--- src/lcd_pkg.sv ---
// Constants shared by the LCD instruction decoder.
// Assumes a single 20 MHz clock domain.
package lcd_pkg;

    // =====================================================
    // Address counter and memory geometry
    localparam int COUNT_W = 7;
    localparam logic [6:0] DD_LINE1_FIRST = 7'h00;
    localparam logic [6:0] DD_LINE1_LAST = 7'h0B;
    localparam logic [6:0] DD_LINE2_FIRST = 7'h40;
    localparam logic [6:0] DD_LINE2_LAST = 7'h4B;
    localparam logic [3:0] LAST_COL = 4'hB;
    localparam logic [4:0] LINE_LEN = 5'h0C;
    localparam int DD_DEPTH = 24;
    localparam int CG_DEPTH = 32;

    // =====================================================
    // Instruction bit positions
    localparam int BIT_DD_SET = 7;
    localparam int BIT_CG_SET = 6;
    localparam int BIT_FUNC = 5;
    localparam int BIT_SHIFT = 4;
    localparam int BIT_FUNC_ONE = 3;
    localparam int BIT_WIDTH = 4;
    localparam int BIT_SHIFT_DISP = 3;
    localparam int BIT_SHIFT_RIGHT = 2;
    localparam int BIT_LINE = 6;

    // =====================================================
    // Software register map
    localparam int ADDR_W = 8;
    localparam logic [7:0] REG_CTRL = 8'h00;
    localparam logic [7:0] REG_STATUS = 8'h04;
    localparam logic [7:0] REG_OFFSET = 8'h08;
    localparam logic [7:0] REG_MEM_INDEX = 8'h0C;
    localparam logic [7:0] REG_MEM_DATA = 8'h10;
    localparam int CTRL_INC = 0;
    localparam int CTRL_SHIFT = 1;
    localparam int INDEX_GLYPH = 7;
    localparam logic [1:0] CTRL_RESET = 2'h1;
    localparam logic WIDTH_RESET = 1'h1;

    // =====================================================
    // Execution time of one accepted instruction or write
    localparam int EXEC_TIME_NS = 40000;
    localparam int CLK_PERIOD_NS = 50;
    localparam int EXEC_CYCLES = (EXEC_TIME_NS + CLK_PERIOD_NS - 1) / CLK_PERIOD_NS;

    typedef enum logic {LCD_NIB_HIGH, LCD_NIB_LOW} lcd_nibble_t;

endpackage : lcd_pkg

--- src/lcd_instr_decoder.sv ---
// Instruction decoder for a 12x2 character LCD controller.
// Host pins arrive asynchronously and are synchronised here; the
// software port and clk_en come from logic on the same clock.
//
// Our own choices: the address map and the strobed register port.
`timescale 1ns/100ps
`default_nettype none

module lcd_instr_decoder
    import lcd_pkg::*;
#(
    parameter int unsigned EXEC_CYCLES_P = EXEC_CYCLES
) (
    input wire logic clk,
    input wire logic resetn,
    input wire logic clk_en,
    input wire logic register_select,
    input wire logic read_write,
    input wire logic bus_enable,
    input wire logic [7:0] data_in,
    output logic [7:0] data_out,
    output logic data_oe,
    input wire logic serial_mode,
    input wire logic [ADDR_W-1:0] reg_addr,
    input wire logic [31:0] reg_wdata,
    input wire logic reg_wr,
    input wire logic reg_rd,
    output logic [31:0] reg_rdata
);

    localparam int BUSY_W = $clog2(EXEC_CYCLES_P + 1);

    // =====================================================
    // Address stepping and display offset helpers
    // addresses
    function automatic logic [6:0] step_address(input logic [6:0] cur, input logic up,
                                                input logic glyph);
        logic [6:0] r;
        r = up ? cur + 7'h01 : cur - 7'h01;
        if (glyph) begin
            r = {2'h0, r[4:0]};
        end else if (up && cur == DD_LINE1_LAST) begin
            r = DD_LINE2_FIRST;
        end else if (up && cur == DD_LINE2_LAST) begin
            r = DD_LINE1_FIRST;
        end else if (!up && cur == DD_LINE2_FIRST) begin
            r = DD_LINE1_LAST;
        end else if (!up && cur == DD_LINE1_FIRST) begin
            r = DD_LINE2_LAST;
        end
        return r;
    endfunction : step_address

    // Offset is the first shown column; both lines share it
    function automatic logic [3:0] next_offset(input logic [3:0] off, input logic left);
        if (left) begin
            return (off == LAST_COL) ? 4'h0 : off + 4'h1;
        end
        return (off == 4'h0) ? LAST_COL : off - 4'h1;
    endfunction : next_offset

    function automatic logic dd_ok(input logic [6:0] a);
        return (a <= DD_LINE1_LAST) ||
               (a >= DD_LINE2_FIRST && a <= DD_LINE2_LAST);
    endfunction : dd_ok

    function automatic logic [4:0] dd_index(input logic [6:0] a);
        return a[BIT_LINE] ? LINE_LEN + {1'h0, a[3:0]} : {1'h0, a[3:0]};
    endfunction : dd_index

    // =====================================================
    // Pin synchronisers
    logic [1:0] sel_sync;
    logic [1:0] rw_sync;
    logic [1:0] ps_sync;
    logic [2:0] en_sync;
    logic [7:0] db_meta;
    logic [7:0] db_sync;

    always_ff @(posedge clk) begin
        if (!resetn) begin
            sel_sync <= 2'h0;
            rw_sync <= 2'h0;
            ps_sync <= 2'h0;
            en_sync <= 3'h0;
            db_meta <= 8'h00;
            db_sync <= 8'h00;
        end else if (clk_en) begin
            sel_sync <= {sel_sync[0], register_select};
            rw_sync <= {rw_sync[0], read_write};
            ps_sync <= {ps_sync[0], serial_mode};
            en_sync <= {en_sync[1:0], bus_enable};
            db_meta <= data_in;
            db_sync <= db_meta;
        end
    end

    // =====================================================
    // State
    logic [6:0] address_counter;
    logic glyph_sel;
    logic width8;
    logic [3:0] offset;
    logic entry_inc;
    logic entry_shift;
    logic [BUSY_W-1:0] busy_cnt;
    lcd_nibble_t nib;
    logic [3:0] nib_hi;
    logic [7:0] mem_index;
    logic [7:0] dd_mem [DD_DEPTH];
    logic [4:0] cg_mem [CG_DEPTH];

    // =====================================================
    // Host transfer assembly
    logic strobe;
    logic four_bit;
    logic busy;
    logic byte_done;
    logic [7:0] host_byte;
    logic write_cmd;
    logic write_data;
    logic [7:0] status;

    always_comb begin
        // Bytes are taken on the falling edge of the enable pin
        strobe = en_sync[2] & ~en_sync[1];
        four_bit = ~width8 & ~ps_sync[1];
        busy = busy_cnt != '0;
        byte_done = strobe & (~four_bit | nib == LCD_NIB_LOW);
        host_byte = four_bit ? {nib_hi, db_sync[7:4]} : db_sync;
        write_cmd = clk_en & byte_done & ~sel_sync[1] & ~rw_sync[1] & ~busy;
        write_data = clk_en & byte_done & sel_sync[1] & ~rw_sync[1] & ~busy;
        status = {busy, address_counter};
    end

    always_ff @(posedge clk) begin
        if (!resetn) begin
            nib <= LCD_NIB_HIGH;
            nib_hi <= 4'h0;
        end else if (clk_en && strobe) begin
            if (!four_bit) begin
                nib <= LCD_NIB_HIGH;
            end else if (nib == LCD_NIB_HIGH) begin
                nib <= LCD_NIB_LOW;
                nib_hi <= db_sync[7:4];
            end else begin
                nib <= LCD_NIB_HIGH;
            end
        end
    end

    // =====================================================
    // Address counter and memory select
    always_ff @(posedge clk) begin
        if (!resetn) begin
            address_counter <= DD_LINE1_FIRST;
            glyph_sel <= 1'h0;
        end else if (write_cmd) begin
            if (host_byte[BIT_DD_SET]) begin
                address_counter <= host_byte[6:0];
                glyph_sel <= 1'h0;
            end else if (host_byte[BIT_CG_SET]) begin
                address_counter <= {2'h0, host_byte[4:0]};
                glyph_sel <= 1'h1;
            end else if (!host_byte[BIT_FUNC] && host_byte[BIT_SHIFT]
                         && !host_byte[BIT_SHIFT_DISP]) begin
                address_counter <= step_address(address_counter,
                                                host_byte[BIT_SHIFT_RIGHT], glyph_sel);
            end
        end else if (write_data) begin
            address_counter <= step_address(address_counter, entry_inc, glyph_sel);
        end
    end

    // =====================================================
    // Interface width
    always_ff @(posedge clk) begin
        if (!resetn) begin
            width8 <= WIDTH_RESET;
        end else if (write_cmd && host_byte[7:5] == 3'h1 && host_byte[BIT_FUNC_ONE]
                     && !ps_sync[1]) begin
            width8 <= host_byte[BIT_WIDTH];
        end
    end

    // =====================================================
    // Display offset
    always_ff @(posedge clk) begin
        if (!resetn) begin
            offset <= 4'h0;
        end else if (write_cmd && host_byte[7:4] == 4'h1 && host_byte[BIT_SHIFT_DISP]) begin
            offset <= next_offset(offset, ~host_byte[BIT_SHIFT_RIGHT]);
        end else if (write_data && !glyph_sel && entry_shift) begin
            offset <= next_offset(offset, entry_inc);
        end
    end

    // =====================================================
    // Memories; no reset, contents are data only
    always_ff @(posedge clk) begin
        if (write_data) begin
            if (glyph_sel) begin
                cg_mem[address_counter[4:0]] <= host_byte[4:0];
            end else if (dd_ok(address_counter)) begin
                dd_mem[dd_index(address_counter)] <= host_byte;
            end
        end
    end

    // =====================================================
    // Busy timer
    always_ff @(posedge clk) begin
        if (!resetn) begin
            busy_cnt <= '0;
        end else if (write_cmd || write_data) begin
            busy_cnt <= BUSY_W'(EXEC_CYCLES_P);
        end else if (clk_en && busy) begin
            busy_cnt <= busy_cnt - BUSY_W'(1);
        end
    end

    // =====================================================
    // Host read path: only status is returned
    always_ff @(posedge clk) begin
        if (!resetn) begin
            data_out <= 8'h00;
            data_oe <= 1'h0;
        end else if (clk_en) begin
            data_oe <= en_sync[1] & ~sel_sync[1] & rw_sync[1];
            if (!four_bit) begin
                data_out <= status;
            end else if (nib == LCD_NIB_HIGH) begin
                data_out <= {status[7:4], 4'h0};
            end else begin
                data_out <= {status[3:0], 4'h0};
            end
        end
    end

    // =====================================================
    // Software port
    always_ff @(posedge clk) begin
        if (!resetn) begin
            {entry_shift, entry_inc} <= CTRL_RESET;
            mem_index <= 8'h00;
        end else if (clk_en && reg_wr) begin
            if (reg_addr == REG_CTRL) begin
                entry_inc <= reg_wdata[CTRL_INC];
                entry_shift <= reg_wdata[CTRL_SHIFT];
            end
            if (reg_addr == REG_MEM_INDEX) begin
                mem_index <= reg_wdata[7:0];
            end
        end
    end

    always_ff @(posedge clk) begin
        if (!resetn) begin
            reg_rdata <= 32'h0;
        end else if (clk_en) begin
            reg_rdata <= 32'h0;
            if (reg_rd) begin
                unique case (reg_addr)
                    REG_CTRL: reg_rdata <= {30'h0, entry_shift, entry_inc};
                    REG_STATUS: reg_rdata <= {20'h0, ps_sync[1], width8,
                                              glyph_sel, busy, 1'h0, address_counter};
                    REG_OFFSET: reg_rdata <= {28'h0, offset};
                    REG_MEM_INDEX: reg_rdata <= {24'h0, mem_index};
                    REG_MEM_DATA: reg_rdata <= mem_index[INDEX_GLYPH]
                        ? {27'h0, cg_mem[mem_index[4:0]]}
                        : {24'h0, dd_ok(mem_index[6:0])
                                  ? dd_mem[dd_index(mem_index[6:0])] : 8'h00};
                    default: reg_rdata <= 32'h0;
                endcase
            end
        end
    end

    // =====================================================
    // Checks
    a_dd_addr_load: assert property (@(posedge clk) disable iff (!resetn)
        write_cmd && host_byte[7] |=> address_counter == $past(host_byte[6:0]) && !glyph_sel)
        else $error("display address set not loaded");

    a_cg_addr_load: assert property (@(posedge clk) disable iff (!resetn)
        write_cmd && host_byte[7:6] == 2'h1
        |=> address_counter == {2'h0, $past(host_byte[4:0])} && glyph_sel)
        else $error("glyph address set not loaded");

    a_cursor_line_wrap: assert property (@(posedge clk) disable iff (!resetn)
        write_cmd && host_byte[7:2] == 6'h05 && !glyph_sel && address_counter == DD_LINE1_LAST
        |=> address_counter == DD_LINE2_FIRST)
        else $error("cursor did not move to second line");

    a_display_shift_ac: assert property (@(posedge clk) disable iff (!resetn)
        write_cmd && host_byte[7:3] == 5'h03
        |=> $stable(address_counter) && offset != $past(offset))
        else $error("display shift changed counter or missed offset");

    a_offset_range: assert property (@(posedge clk) disable iff (!resetn)
        offset <= LAST_COL)
        else $error("display offset out of line");

    a_width_select: assert property (@(posedge clk) disable iff (!resetn)
        write_cmd && host_byte[7:5] == 3'h1 && host_byte[3] && !ps_sync[1]
        |=> width8 == $past(host_byte[4]))
        else $error("width selector not applied");

    a_serial_width: assert property (@(posedge clk) disable iff (!resetn)
        ps_sync[1] |=> $stable(width8))
        else $error("width changed in serial mode");

    a_busy_start: assert property (@(posedge clk) disable iff (!resetn)
        write_cmd || write_data |=> busy_cnt == BUSY_W'(EXEC_CYCLES_P) ##1 busy)
        else $error("busy not held after accepted access");

    a_status_byte: assert property (@(posedge clk) disable iff (!resetn)
        clk_en && !four_bit |=> data_out == {$past(busy), $past(address_counter)})
        else $error("status byte wrong");

    a_write_step: assert property (@(posedge clk) disable iff (!resetn)
        write_data && !glyph_sel && address_counter == DD_LINE2_LAST && entry_inc
        |=> address_counter == DD_LINE1_FIRST)
        else $error("counter did not step after write");

    a_glyph_store: assert property (@(posedge clk) disable iff (!resetn)
        write_data && glyph_sel |=> cg_mem[$past(address_counter[4:0])] == $past(host_byte[4:0])
        && $stable(offset))
        else $error("glyph write wrong or shifted display");

    a_auto_shift: assert property (@(posedge clk) disable iff (!resetn)
        write_data && !glyph_sel && entry_shift && entry_inc
        |=> offset == next_offset($past(offset), 1'h1))
        else $error("auto shift direction wrong");

endmodule : lcd_instr_decoder

`default_nettype wire

--- config.mk ---
export PLATFORM = sky130hd
export DESIGN_NAME = lcd_instr_decoder
export DESIGN_NICKNAME = d
export VERILOG_FILES = /design/src/lcd_pkg.sv /design/src/lcd_instr_decoder.sv
export SDC_FILE = /design/constraint.sdc
export NUM_CORES = 1
export LEC_CHECK = 0
export BUFFER_PORTS_ARGS = -buffer_cell sky130_fd_sc_hd__buf_2
export CAP_MARGIN = 20
export CORE_MARGIN = 2
export CORE_UTILIZATION = 55
export CTS_CLUSTER_DIAMETER = 40
export DETAILED_ROUTE_END_ITERATION = 10
export GPL_ROUTABILITY_DRIVEN = 0
export PLACE_DENSITY_LB_ADDON = 0.15
export SLEW_MARGIN = 5
export SYNTH_ARGS = -nofsm -noshare
export SYNTH_HDL_FRONTEND = slang
export SYNTH_SLANG_ARGS = --single-unit
--- constraint.sdc ---
create_clock -name clk -period 3.13 [get_ports clk]
set_input_delay 0.313 -clock clk [delete_from_list [all_inputs] [get_ports clk]]
set_output_delay 0.313 -clock clk [all_outputs]
set_load 0.005 [all_outputs]
==> results of run 1 <==
==> Yosys cell counts (4+ instances only) <==
cell	number
sky130_fd_sc_hd__nand4_1	10
sky130_fd_sc_hd__buf_4	21
sky130_fd_sc_hd__nor2_1	136
sky130_fd_sc_hd__ha_1	15
sky130_fd_sc_hd__xor2_1	6
sky130_fd_sc_hd__o211ai_1	8
sky130_fd_sc_hd__edfxtp_1	352
sky130_fd_sc_hd__mux2i_1	65
sky130_fd_sc_hd__a41oi_1	5
sky130_fd_sc_hd__nor3_1	15
sky130_fd_sc_hd__and3_1	8
sky130_fd_sc_hd__clkbuf_1	58
sky130_fd_sc_hd__nand2b_1	16
sky130_fd_sc_hd__a211oi_1	19
sky130_fd_sc_hd__or2_2	5
sky130_fd_sc_hd__mux2_2	6
sky130_fd_sc_hd__o221ai_1	6
sky130_fd_sc_hd__dfxtp_1	89
sky130_fd_sc_hd__buf_1	8
sky130_fd_sc_hd__nor2b_1	16
sky130_fd_sc_hd__buf_2	14
sky130_fd_sc_hd__o21a_1	5
sky130_fd_sc_hd__a31oi_1	11
sky130_fd_sc_hd__o22ai_1	9
sky130_fd_sc_hd__nand2_1	79
sky130_fd_sc_hd__or3_1	8
sky130_fd_sc_hd__o31ai_1	6
sky130_fd_sc_hd__inv_1	19
sky130_fd_sc_hd__a21oi_1	44
sky130_fd_sc_hd__and4_1	4
sky130_fd_sc_hd__a32oi_1	5
sky130_fd_sc_hd__mux4_2	90
sky130_fd_sc_hd__o21ai_0	24
sky130_fd_sc_hd__nor4_1	4
sky130_fd_sc_hd__nand3_1	37
sky130_fd_sc_hd__and2_1	6
sky130_fd_sc_hd__xnor2_1	9
==> worst max-delay path: stages, from the launching register on <==
cell,delay (ns)
sky130_fd_sc_hd__dfxtp_1,0.34
sky130_fd_sc_hd__inv_1,0.07
sky130_fd_sc_hd__ha_1,0.15
sky130_fd_sc_hd__or4b_1,0.58
sky130_fd_sc_hd__nor2_1,0.17
sky130_fd_sc_hd__and2_2,0.25
sky130_fd_sc_hd__nand4_1,0.42
sky130_fd_sc_hd__nor2_1,0.55
==> layout make-up <==
class,instances,share of cell area
Sequential cell,441,0.565
Multi-Input combinational cell,763,0.284
Clock buffer,59,0.0596
Timing Repair Buffer,143,0.0464
Tap cell,455,0.0260
Clock inverter,31,0.0161
Inverter,21,0.00360
Antenna cell,1,0.000114
==> worst max path at each step <==
stage,to,from,slack [ns],cells after the start
floorplan,offset[0],ps_sync[1],0.21,8
global placement,cg_mem[12][0],busy_cnt[0],0.30,7
detailed placement,cg_mem[10][0],busy_cnt[0],0.24,7
CTS,cg_mem[10][4],busy_cnt[0],0.24,7
global route,offset[0],busy_cnt[0],0.07,8
finish,cg_mem[10][4],busy_cnt[0],0.26,7
==> registers in the layout, summed over array words and instances (netlist names), 2 cells and up, named ones only <==
name / flops
cg_mem: 160
sel_sync: 2
db_sync: 8
data_out: 8
db_meta: 8
ps_sync: 2
reg_rdata: 12
en_sync: 3
nib_hi: 4
busy_cnt: 10
rw_sync: 2
offset: 4
mem_index: 8
address_counter: 7
dd_mem: 192
==> stage by stage <==
| step | worst slack, ns | power (W) | hold WS (ns) | util | area [um^2] |
|---|---|---|---|---|---|
| after floorplan | 0.214 | 0.00711 | 0.444 | - | 19100 |
| after global placement | 0.300 | 0.00727 | 0.455 | 0.589 | 20200 |
| after detailed placement | 0.241 | 0.00729 | 0.458 | 0.589 | 20200 |
| after CTS | 0.244 | 0.0131 | 0.000542 | 0.638 | 21900 |
| after global routing | 0.0663 | 0.0134 | 0.00669 | 0.638 | 21900 |
| final | 0.261 | 0.0130 | 0.0106 | 0.639 | 21900 |
==> kinds of logic (layout without fill, tap and decap cells) <==
kind of cell | Yosys count | after routing | synth area share
DFF | 441 | 441 | 0.649
other | 1 | 21 | 0.000197
xor gates and xnor gates | 15 | 15 | 0.00690
buffers and inverters | 123 | 254 | 0.0294
muxes | 161 | 161 | 0.144
and+or+nand+nor | 368 | 368 | 0.0936
adders and majority gates | 15 | 15 | 0.00985
AOI/OAI and AO/OA | 184 | 184 | 0.0673
==> metal layers <==
metal	vias to the layer above	global-route usage
li1	5266	-
met1	5885	0.368
met2	383	0.394
met3	74	0.0424
met4	0	0.0701
met5	-	0
==> power groups by stage <==
stage	clock, W	combinational, W	sequential, W
2_1_floorplan	0	0.000560	0.00655
3_3_place_gp	0	0.000716	0.00656
3_5_place_dp	0	0.000729	0.00656
4_1_cts	0.00588	0.000736	0.00644
5_1_grt	0.00612	0.000821	0.00645
6_report	0.00580	0.000738	0.00644
==> out/qor.csv, run 1 <==
stage;metric;value;unit
timing;Setup-failing EPs final;0;
place;quantity of I/O buffers inserted on ports;53;
grt;number of antenna violations at the first check in global routing;1;
clock_tree;quantity of gates resized following cts;0;
clock_tree;CTS sink count;441;
yosys;number of synthesized flops with an enable pin;352;
routing;detailed-routed wire length on met3;3110;um
place;dpl hpwl;29700;um
clock_tree;clk buf depth;3;
yosys;number of synthesized register bits;441;
floorplanning;die extent in y;190;um
run;total of max-cap violations;0;
timing;Pins Over Slew Limit;0;
yosys;cell area after synthesis;19000;um^2
floorplanning;Die Width;190;um
timing;Max Clock Skew;0.0313;ns
yosys;synthesized instance count;1308;
yosys;asr flop ratio synth;0;
clock_tree;clock tree from TritonCTS;done;
routing;uppermost signal routing layer after detailed routing;met4;
setup_path;Worst Setup Path Type;flip-flop to flip-flop;
clock_tree;post-CTS setup repair buffer count;0;
floorplanning;# rows;68;
routing;number of remaining DRC errors;0;
setup_path;CP Max Fanout;8;
min_path;path class of the lowest-slack min-delay path;input port to flip-flop;
routing;detailed-route wire length per cell;23.2;um
timing;Period Utilization, post-route;0.917;
power_and_ir_drop;worst vdd rail ir drop;0.000520;V
setup_path;Crit path required time;3.33;ns
yosys;top cell type by total area after synthesis;sky130_fd_sc_hd__edfxtp_1;
power_and_ir_drop;P_sw;0.00281;W
grt;maximum number of pins on one net before global-route repair;58;
routing;DRT iter0 DRCs;1139;
min_path;number of cells on the worst hold path;3;
timing;Worst Tran Pin Value;0.871;ns
routing;ratio of routed vias to standard cells;6.06;
timing;upper clock frequency limit;349;MHz
final_layout;most common cell after layout, fill and taps aside;sky130_fd_sc_hd__edfxtp_1;
power_and_ir_drop;internal portion of total power;0.0102;W
yosys;number of synthesis warnings;0;
final_layout;share of cells above drive strength 1;0.231;
power_and_ir_drop;Switching Share;0.217;
grt;number of global-route vias before repair;11134;
routing;routed metal-1 wire length;19200;um
clock_tree;Clock transition at path regs;0.06;ns
min_path;hold path startpoint;data_in[0];
timing;final critical path time including I/O delays and setup;2.87;ns
yosys;most area-consuming cells after synthesis;sky130_fd_sc_hd__edfxtp_1 56%, sky130_fd_sc_hd__mux4_2 11%, sky130_fd_sc_hd__dfxtp_1 9.4%;
place;Placed Cells;1818;
floorplanning;initial cell density of the core;0.555;
final_layout;Storage cell area;12400;um^2
yosys;primary flip-flop cell chosen by synthesis mapping;sky130_fd_sc_hd__edfxtp_1;
routing;number of vias after detailed routing;11608;
final_layout;Multi-input gate area;6210;um^2
final_layout;filler-free cell count of the finished design;1914;
yosys;area fraction of the dominant cell type after synthesis;0.555;
timing;post-route setup TNS;0;ns
clock_tree;H-tree lvl count;2;
floorplanning;# IOs;98;
power_and_ir_drop;Comb power frac;0.057;
final_layout;number of nets in the finished design;1491;
final_layout;layout filler cell count;2513;
setup_path;RR Endpoint;cg_mem[10][4];
power_and_ir_drop;sequential share of power;0.496;
grt;overall routing resource usage;0.251;
min_path;hold path endpoint;db_meta[0];
floorplanning;total die area;36100;um^2
yosys;sequential fraction of the synthesis area;0.649;
setup_path;critical path launch point type;flip-flop;
yosys;post-synthesis area per instance;14.6;um^2
routing;final WL;44400;um
power_and_ir_drop;Clock Power Share;0.447;
power_and_ir_drop;Static Leak;7.40;nW
routing;metal2 WL;21100;um
power_and_ir_drop;power per cell area;592;nW/um^2
setup_path;CP Data Arrival Time;3.07;ns
setup_path;category of the worst setup path capture point;flip-flop;
clock_tree;number of hold buffers added after cts;5;
floorplanning;core box area;34300;um^2
final_layout;Area Growth Syn to Fin;15.0;%
setup_path;length in cells of the worst reg-to-reg path;7;
grt;wire length of the first global-routing pass;67600;um
setup_path;reg2reg setup slack;0.26;ns
clock_tree;master cell of the clock root buffer;sky130_fd_sc_hd__clkbuf_16;
outcome;outcome;completed;
clock_tree;clock latency on the worst-skew pair;0.57;ns
timing;relative slew slack;0.419;
setup_path;startpoint of the lowest-slack register-to-register path;busy_cnt[0];
timing;number of endpoints with negative hold slack in the final report;0;
routing;count of antenna-violating nets left after detailed routing;0;
timing;RSZ-0062 raised after global routing;false;
routing;drt pass-1 iters;5;
yosys;number of distinct standard cells referenced by the synthesized netlist;80;
clock_tree;CTS buffer count;49;
grt;aggregate global routing overflow;0;
final_layout;highest-count cells in the layout ignoring fill and taps;352 x sky130_fd_sc_hd__edfxtp_1, 136 x sky130_fd_sc_hd__nor2_1, 90 x sky130_fd_sc_hd__mux4_2;
Power figures use the tool's default switching activity.
==> run 2: changes to the inputs <==
--- a/config.mk
+++ b/config.mk
@@ -8,11 +8,12 @@
 export BUFFER_PORTS_ARGS = -buffer_cell sky130_fd_sc_hd__buf_2
 export CAP_MARGIN = 20
 export CORE_MARGIN = 2
-export CORE_UTILIZATION = 55
+export CORE_UTILIZATION = 61
 export CTS_CLUSTER_DIAMETER = 40
 export DETAILED_ROUTE_END_ITERATION = 10
 export GPL_ROUTABILITY_DRIVEN = 0
 export PLACE_DENSITY_LB_ADDON = 0.15
+export RECOVER_POWER = 100
 export SLEW_MARGIN = 5
 export SYNTH_ARGS = -nofsm -noshare
 export SYNTH_HDL_FRONTEND = slang
==> constraint.sdc (replaced) <==
create_clock -name clk -period 3.25 [get_ports clk]
set_input_delay 0.325 -clock clk [delete_from_list [all_inputs] [get_ports clk]]
set_output_delay 0.325 -clock clk [all_outputs]
set_load 0.005 [all_outputs]
==> out/qor.csv, run 2 (synthesized netlist as in run 1, its figures left out) <==
stage;metric;value;unit
timing;worst hold margin;0.00903;ns
setup_path;CP most frequent cell;sky130_fd_sc_hd__nor2_1;
routing;detailed-routed wire length on met3;3380;um
setup_path;start point of the critical path;busy_cnt[0];
setup_path;Worst Setup Path Type;flip-flop to flip-flop;
outcome;outcome;finished, violations left;
routing;final WL;44100;um
setup_path;CP max stage delay;0.62;ns
floorplanning;die extent in y;181;um
setup_path;category of the worst setup path capture point;flip-flop;
clock_tree;CTS buffer count;50;
setup_path;slowest stage cell, crit path;sky130_fd_sc_hd__nor2_1;
timing;Period Utilization, post-route;0.956;
routing;count of antenna-violating nets left after detailed routing;0;
timing;post-route setup TNS;0;ns
routing;routed metal-1 wire length;18200;um
routing;number of remaining DRC errors;0;
clock_tree;clk buf depth;3;
grt;maximum number of pins on one net before global-route repair;66;
routing;uppermost signal routing layer after detailed routing;met5;
power_and_ir_drop;power per cell area;575;nW/um^2
clock_tree;master cell of the clock root buffer;sky130_fd_sc_hd__clkbuf_16;
clock_tree;post-CTS setup repair buffer count;0;
floorplanning;core box area;30700;um^2
floorplanning;# rows;64;
final_layout;highest-count cells in the layout ignoring fill and taps;352 x sky130_fd_sc_hd__edfxtp_1, 136 x sky130_fd_sc_hd__nor2_1, 90 x sky130_fd_sc_hd__mux4_2;
final_layout;n_diodes;0;
grt;overall routing resource usage;0.272;
grt;number of global-route vias before repair;11267;
min_path;path class of the lowest-slack min-delay path;input port to flip-flop;
timing;Pins Over Slew Limit;66;
clock_tree;H-tree lvl count;2;
final_layout;number of nets in the finished design;1473;
floorplanning;Die Width;181;um
clock_tree;clock tree from TritonCTS;done;
final_layout;Area Growth Syn to Fin;12.8;%
final_layout;most common cell after layout, fill and taps aside;sky130_fd_sc_hd__edfxtp_1;
clock_tree;Clock transition at path regs;0.06;ns
timing;number of endpoints with negative hold slack in the final report;0;
min_path;hold path startpoint;read_write;
final_layout;flip-flop count of the largest register after layout;192;
timing;RSZ-0062 raised after global routing;false;
routing;detailed-route wire length per cell;24.0;um
setup_path;CP Data Arrival Time;3.30;ns
timing;relative slew slack;-0.0540;
final_layout;largest register by flop count;dd_mem;
timing;Max Clock Skew;0.0198;ns
final_layout;share of cells above drive strength 1;0.213;
setup_path;Crit path max-delay family;simple AND/OR/NAND/NOR gates;
routing;number of vias after detailed routing;11646;
floorplanning;total die area;32700;um^2
routing;drt pass-1 iters;5;
grt;wire length of the first global-routing pass;67400;um
setup_path;CP Max Fanout;8;
routing;DRT iter0 DRCs;1487;
outcome;violated checks;max-capacitance violations, max-slew violations;
power_and_ir_drop;worst vdd rail ir drop;0.000628;V
place;dpl hpwl;29000;um
floorplanning;# IOs;98;
timing;Worst Tran Pin Value;1.58;ns
timing;final critical path time including I/O delays and setup;3.11;ns
grt;number of antenna violations at the first check in global routing;1;
routing;ratio of routed vias to standard cells;6.35;
setup_path;critical path launch point type;flip-flop;
grt;aggregate global routing overflow;0;
timing;final worst-path setup slack;0.142;ns
place;Worst Setup Slack post-DPL;0.188;ns
setup_path;reg2reg setup slack;0.14;ns
power_and_ir_drop;Static Leak;7.19;nW
setup_path;list of cells traversed by the critical path;inv_1 > ha_1 > or4b_1 > nor2_1 > and2_2 > nand4_1 > nor2_1;
place;quantity of I/O buffers inserted on ports;53;
setup_path;buffering stage count on the worst path with inverters included;1;
setup_path;startpoint of the lowest-slack register-to-register path;busy_cnt[0];
routing;metal2 WL;21000;um
timing;Setup-failing EPs final;0;
final_layout;layout filler cell count;2062;
floorplanning;initial cell density of the core;0.621;
clock_tree;clock latency on the worst-skew pair;0.56;ns
setup_path;Crit path required time;3.44;ns
clock_tree;CTS sink count;441;
run;total of max-cap violations;1;
timing;upper clock frequency limit;322;MHz
## run 2: cell types whose count changed in the layout (fill, tap and decap cells not counted), moves of 4 or more
cell                            delta
sky130_fd_sc_hd__buf_4            -48
sky130_fd_sc_hd__clkbuf_2         +28
sky130_fd_sc_hd__clkbuf_1         +11
sky130_fd_sc_hd__buf_2             -9
sky130_fd_sc_hd__bufinv_16         -4
sky130_fd_sc_hd__clkinvlp_4        +4
sky130_fd_sc_hd__dlygate4sd3_1     -4
sky130_fd_sc_hd__inv_6             +4
## run 2: layer usage
layer  up-vias  GRT usage
met3        95     0.0474
met2       503      0.430
li1       5233          -
met4         2     0.0900
met5         -          0
met1      5813      0.389
## run 2: repair_timing
item | CTS | global route
hold endpoints to repair | 1 | 0
setup endpoints to repair | 0 | 5
hold buffers | 1 | 0
gates resized for setup | 0 | 1
## run 2: worst register-to-register path, cell delays in order (launching register included)
cell and delay, ns:
sky130_fd_sc_hd__dfxtp_1 0.34, sky130_fd_sc_hd__inv_1 0.07, sky130_fd_sc_hd__ha_1 0.16, sky130_fd_sc_hd__or4b_1 0.48, sky130_fd_sc_hd__nor2_1 0.23, sky130_fd_sc_hd__and2_2 0.28
sky130_fd_sc_hd__nand4_1 0.57, sky130_fd_sc_hd__nor2_1 0.62
## run 2: power by group
part	switching, W	internal (W)
clock network	0.00222	0.00321
registers	0.0000660	0.00614
logic	0.000422	0.000281
## run 2: cell type report
cell class	instances	area, um^2	area share
Sequential cell	441	12400	0.575
Tap cell	396	495	0.0231
Clock inverter	30	240	0.0112
Timing Repair Buffer	124	714	0.0333
Multi-Input combinational cell	763	6200	0.289
Inverter	21	78.8	0.00367
Clock buffer	60	1390	0.0645
## run 2: final timing paths
kind,depth (start not counted),endpoint
setup reg to reg,7,cg_mem[1][0]
setup / recovery,7,cg_mem[1][0]
hold / removal,3,rw_sync[0]
hold reg to reg,2,reg_rdata[9]
## run 2: per-stage QoR
| step | instances | utilization | cell area [um^2] | total power (W) |
|---|---|---|---|---|
| after floorplan | 1327 | - | 19100 | 0.00684 |
| after global placement | 1744 | 0.651 | 20000 | 0.00701 |
| after detailed placement | 1744 | 0.651 | 20000 | 0.00703 |
| after CTS | 1835 | 0.705 | 21600 | 0.0124 |
| after global routing | 1835 | 0.700 | 21500 | 0.0127 |
| final | 1835 | 0.700 | 21500 | 0.0123 |
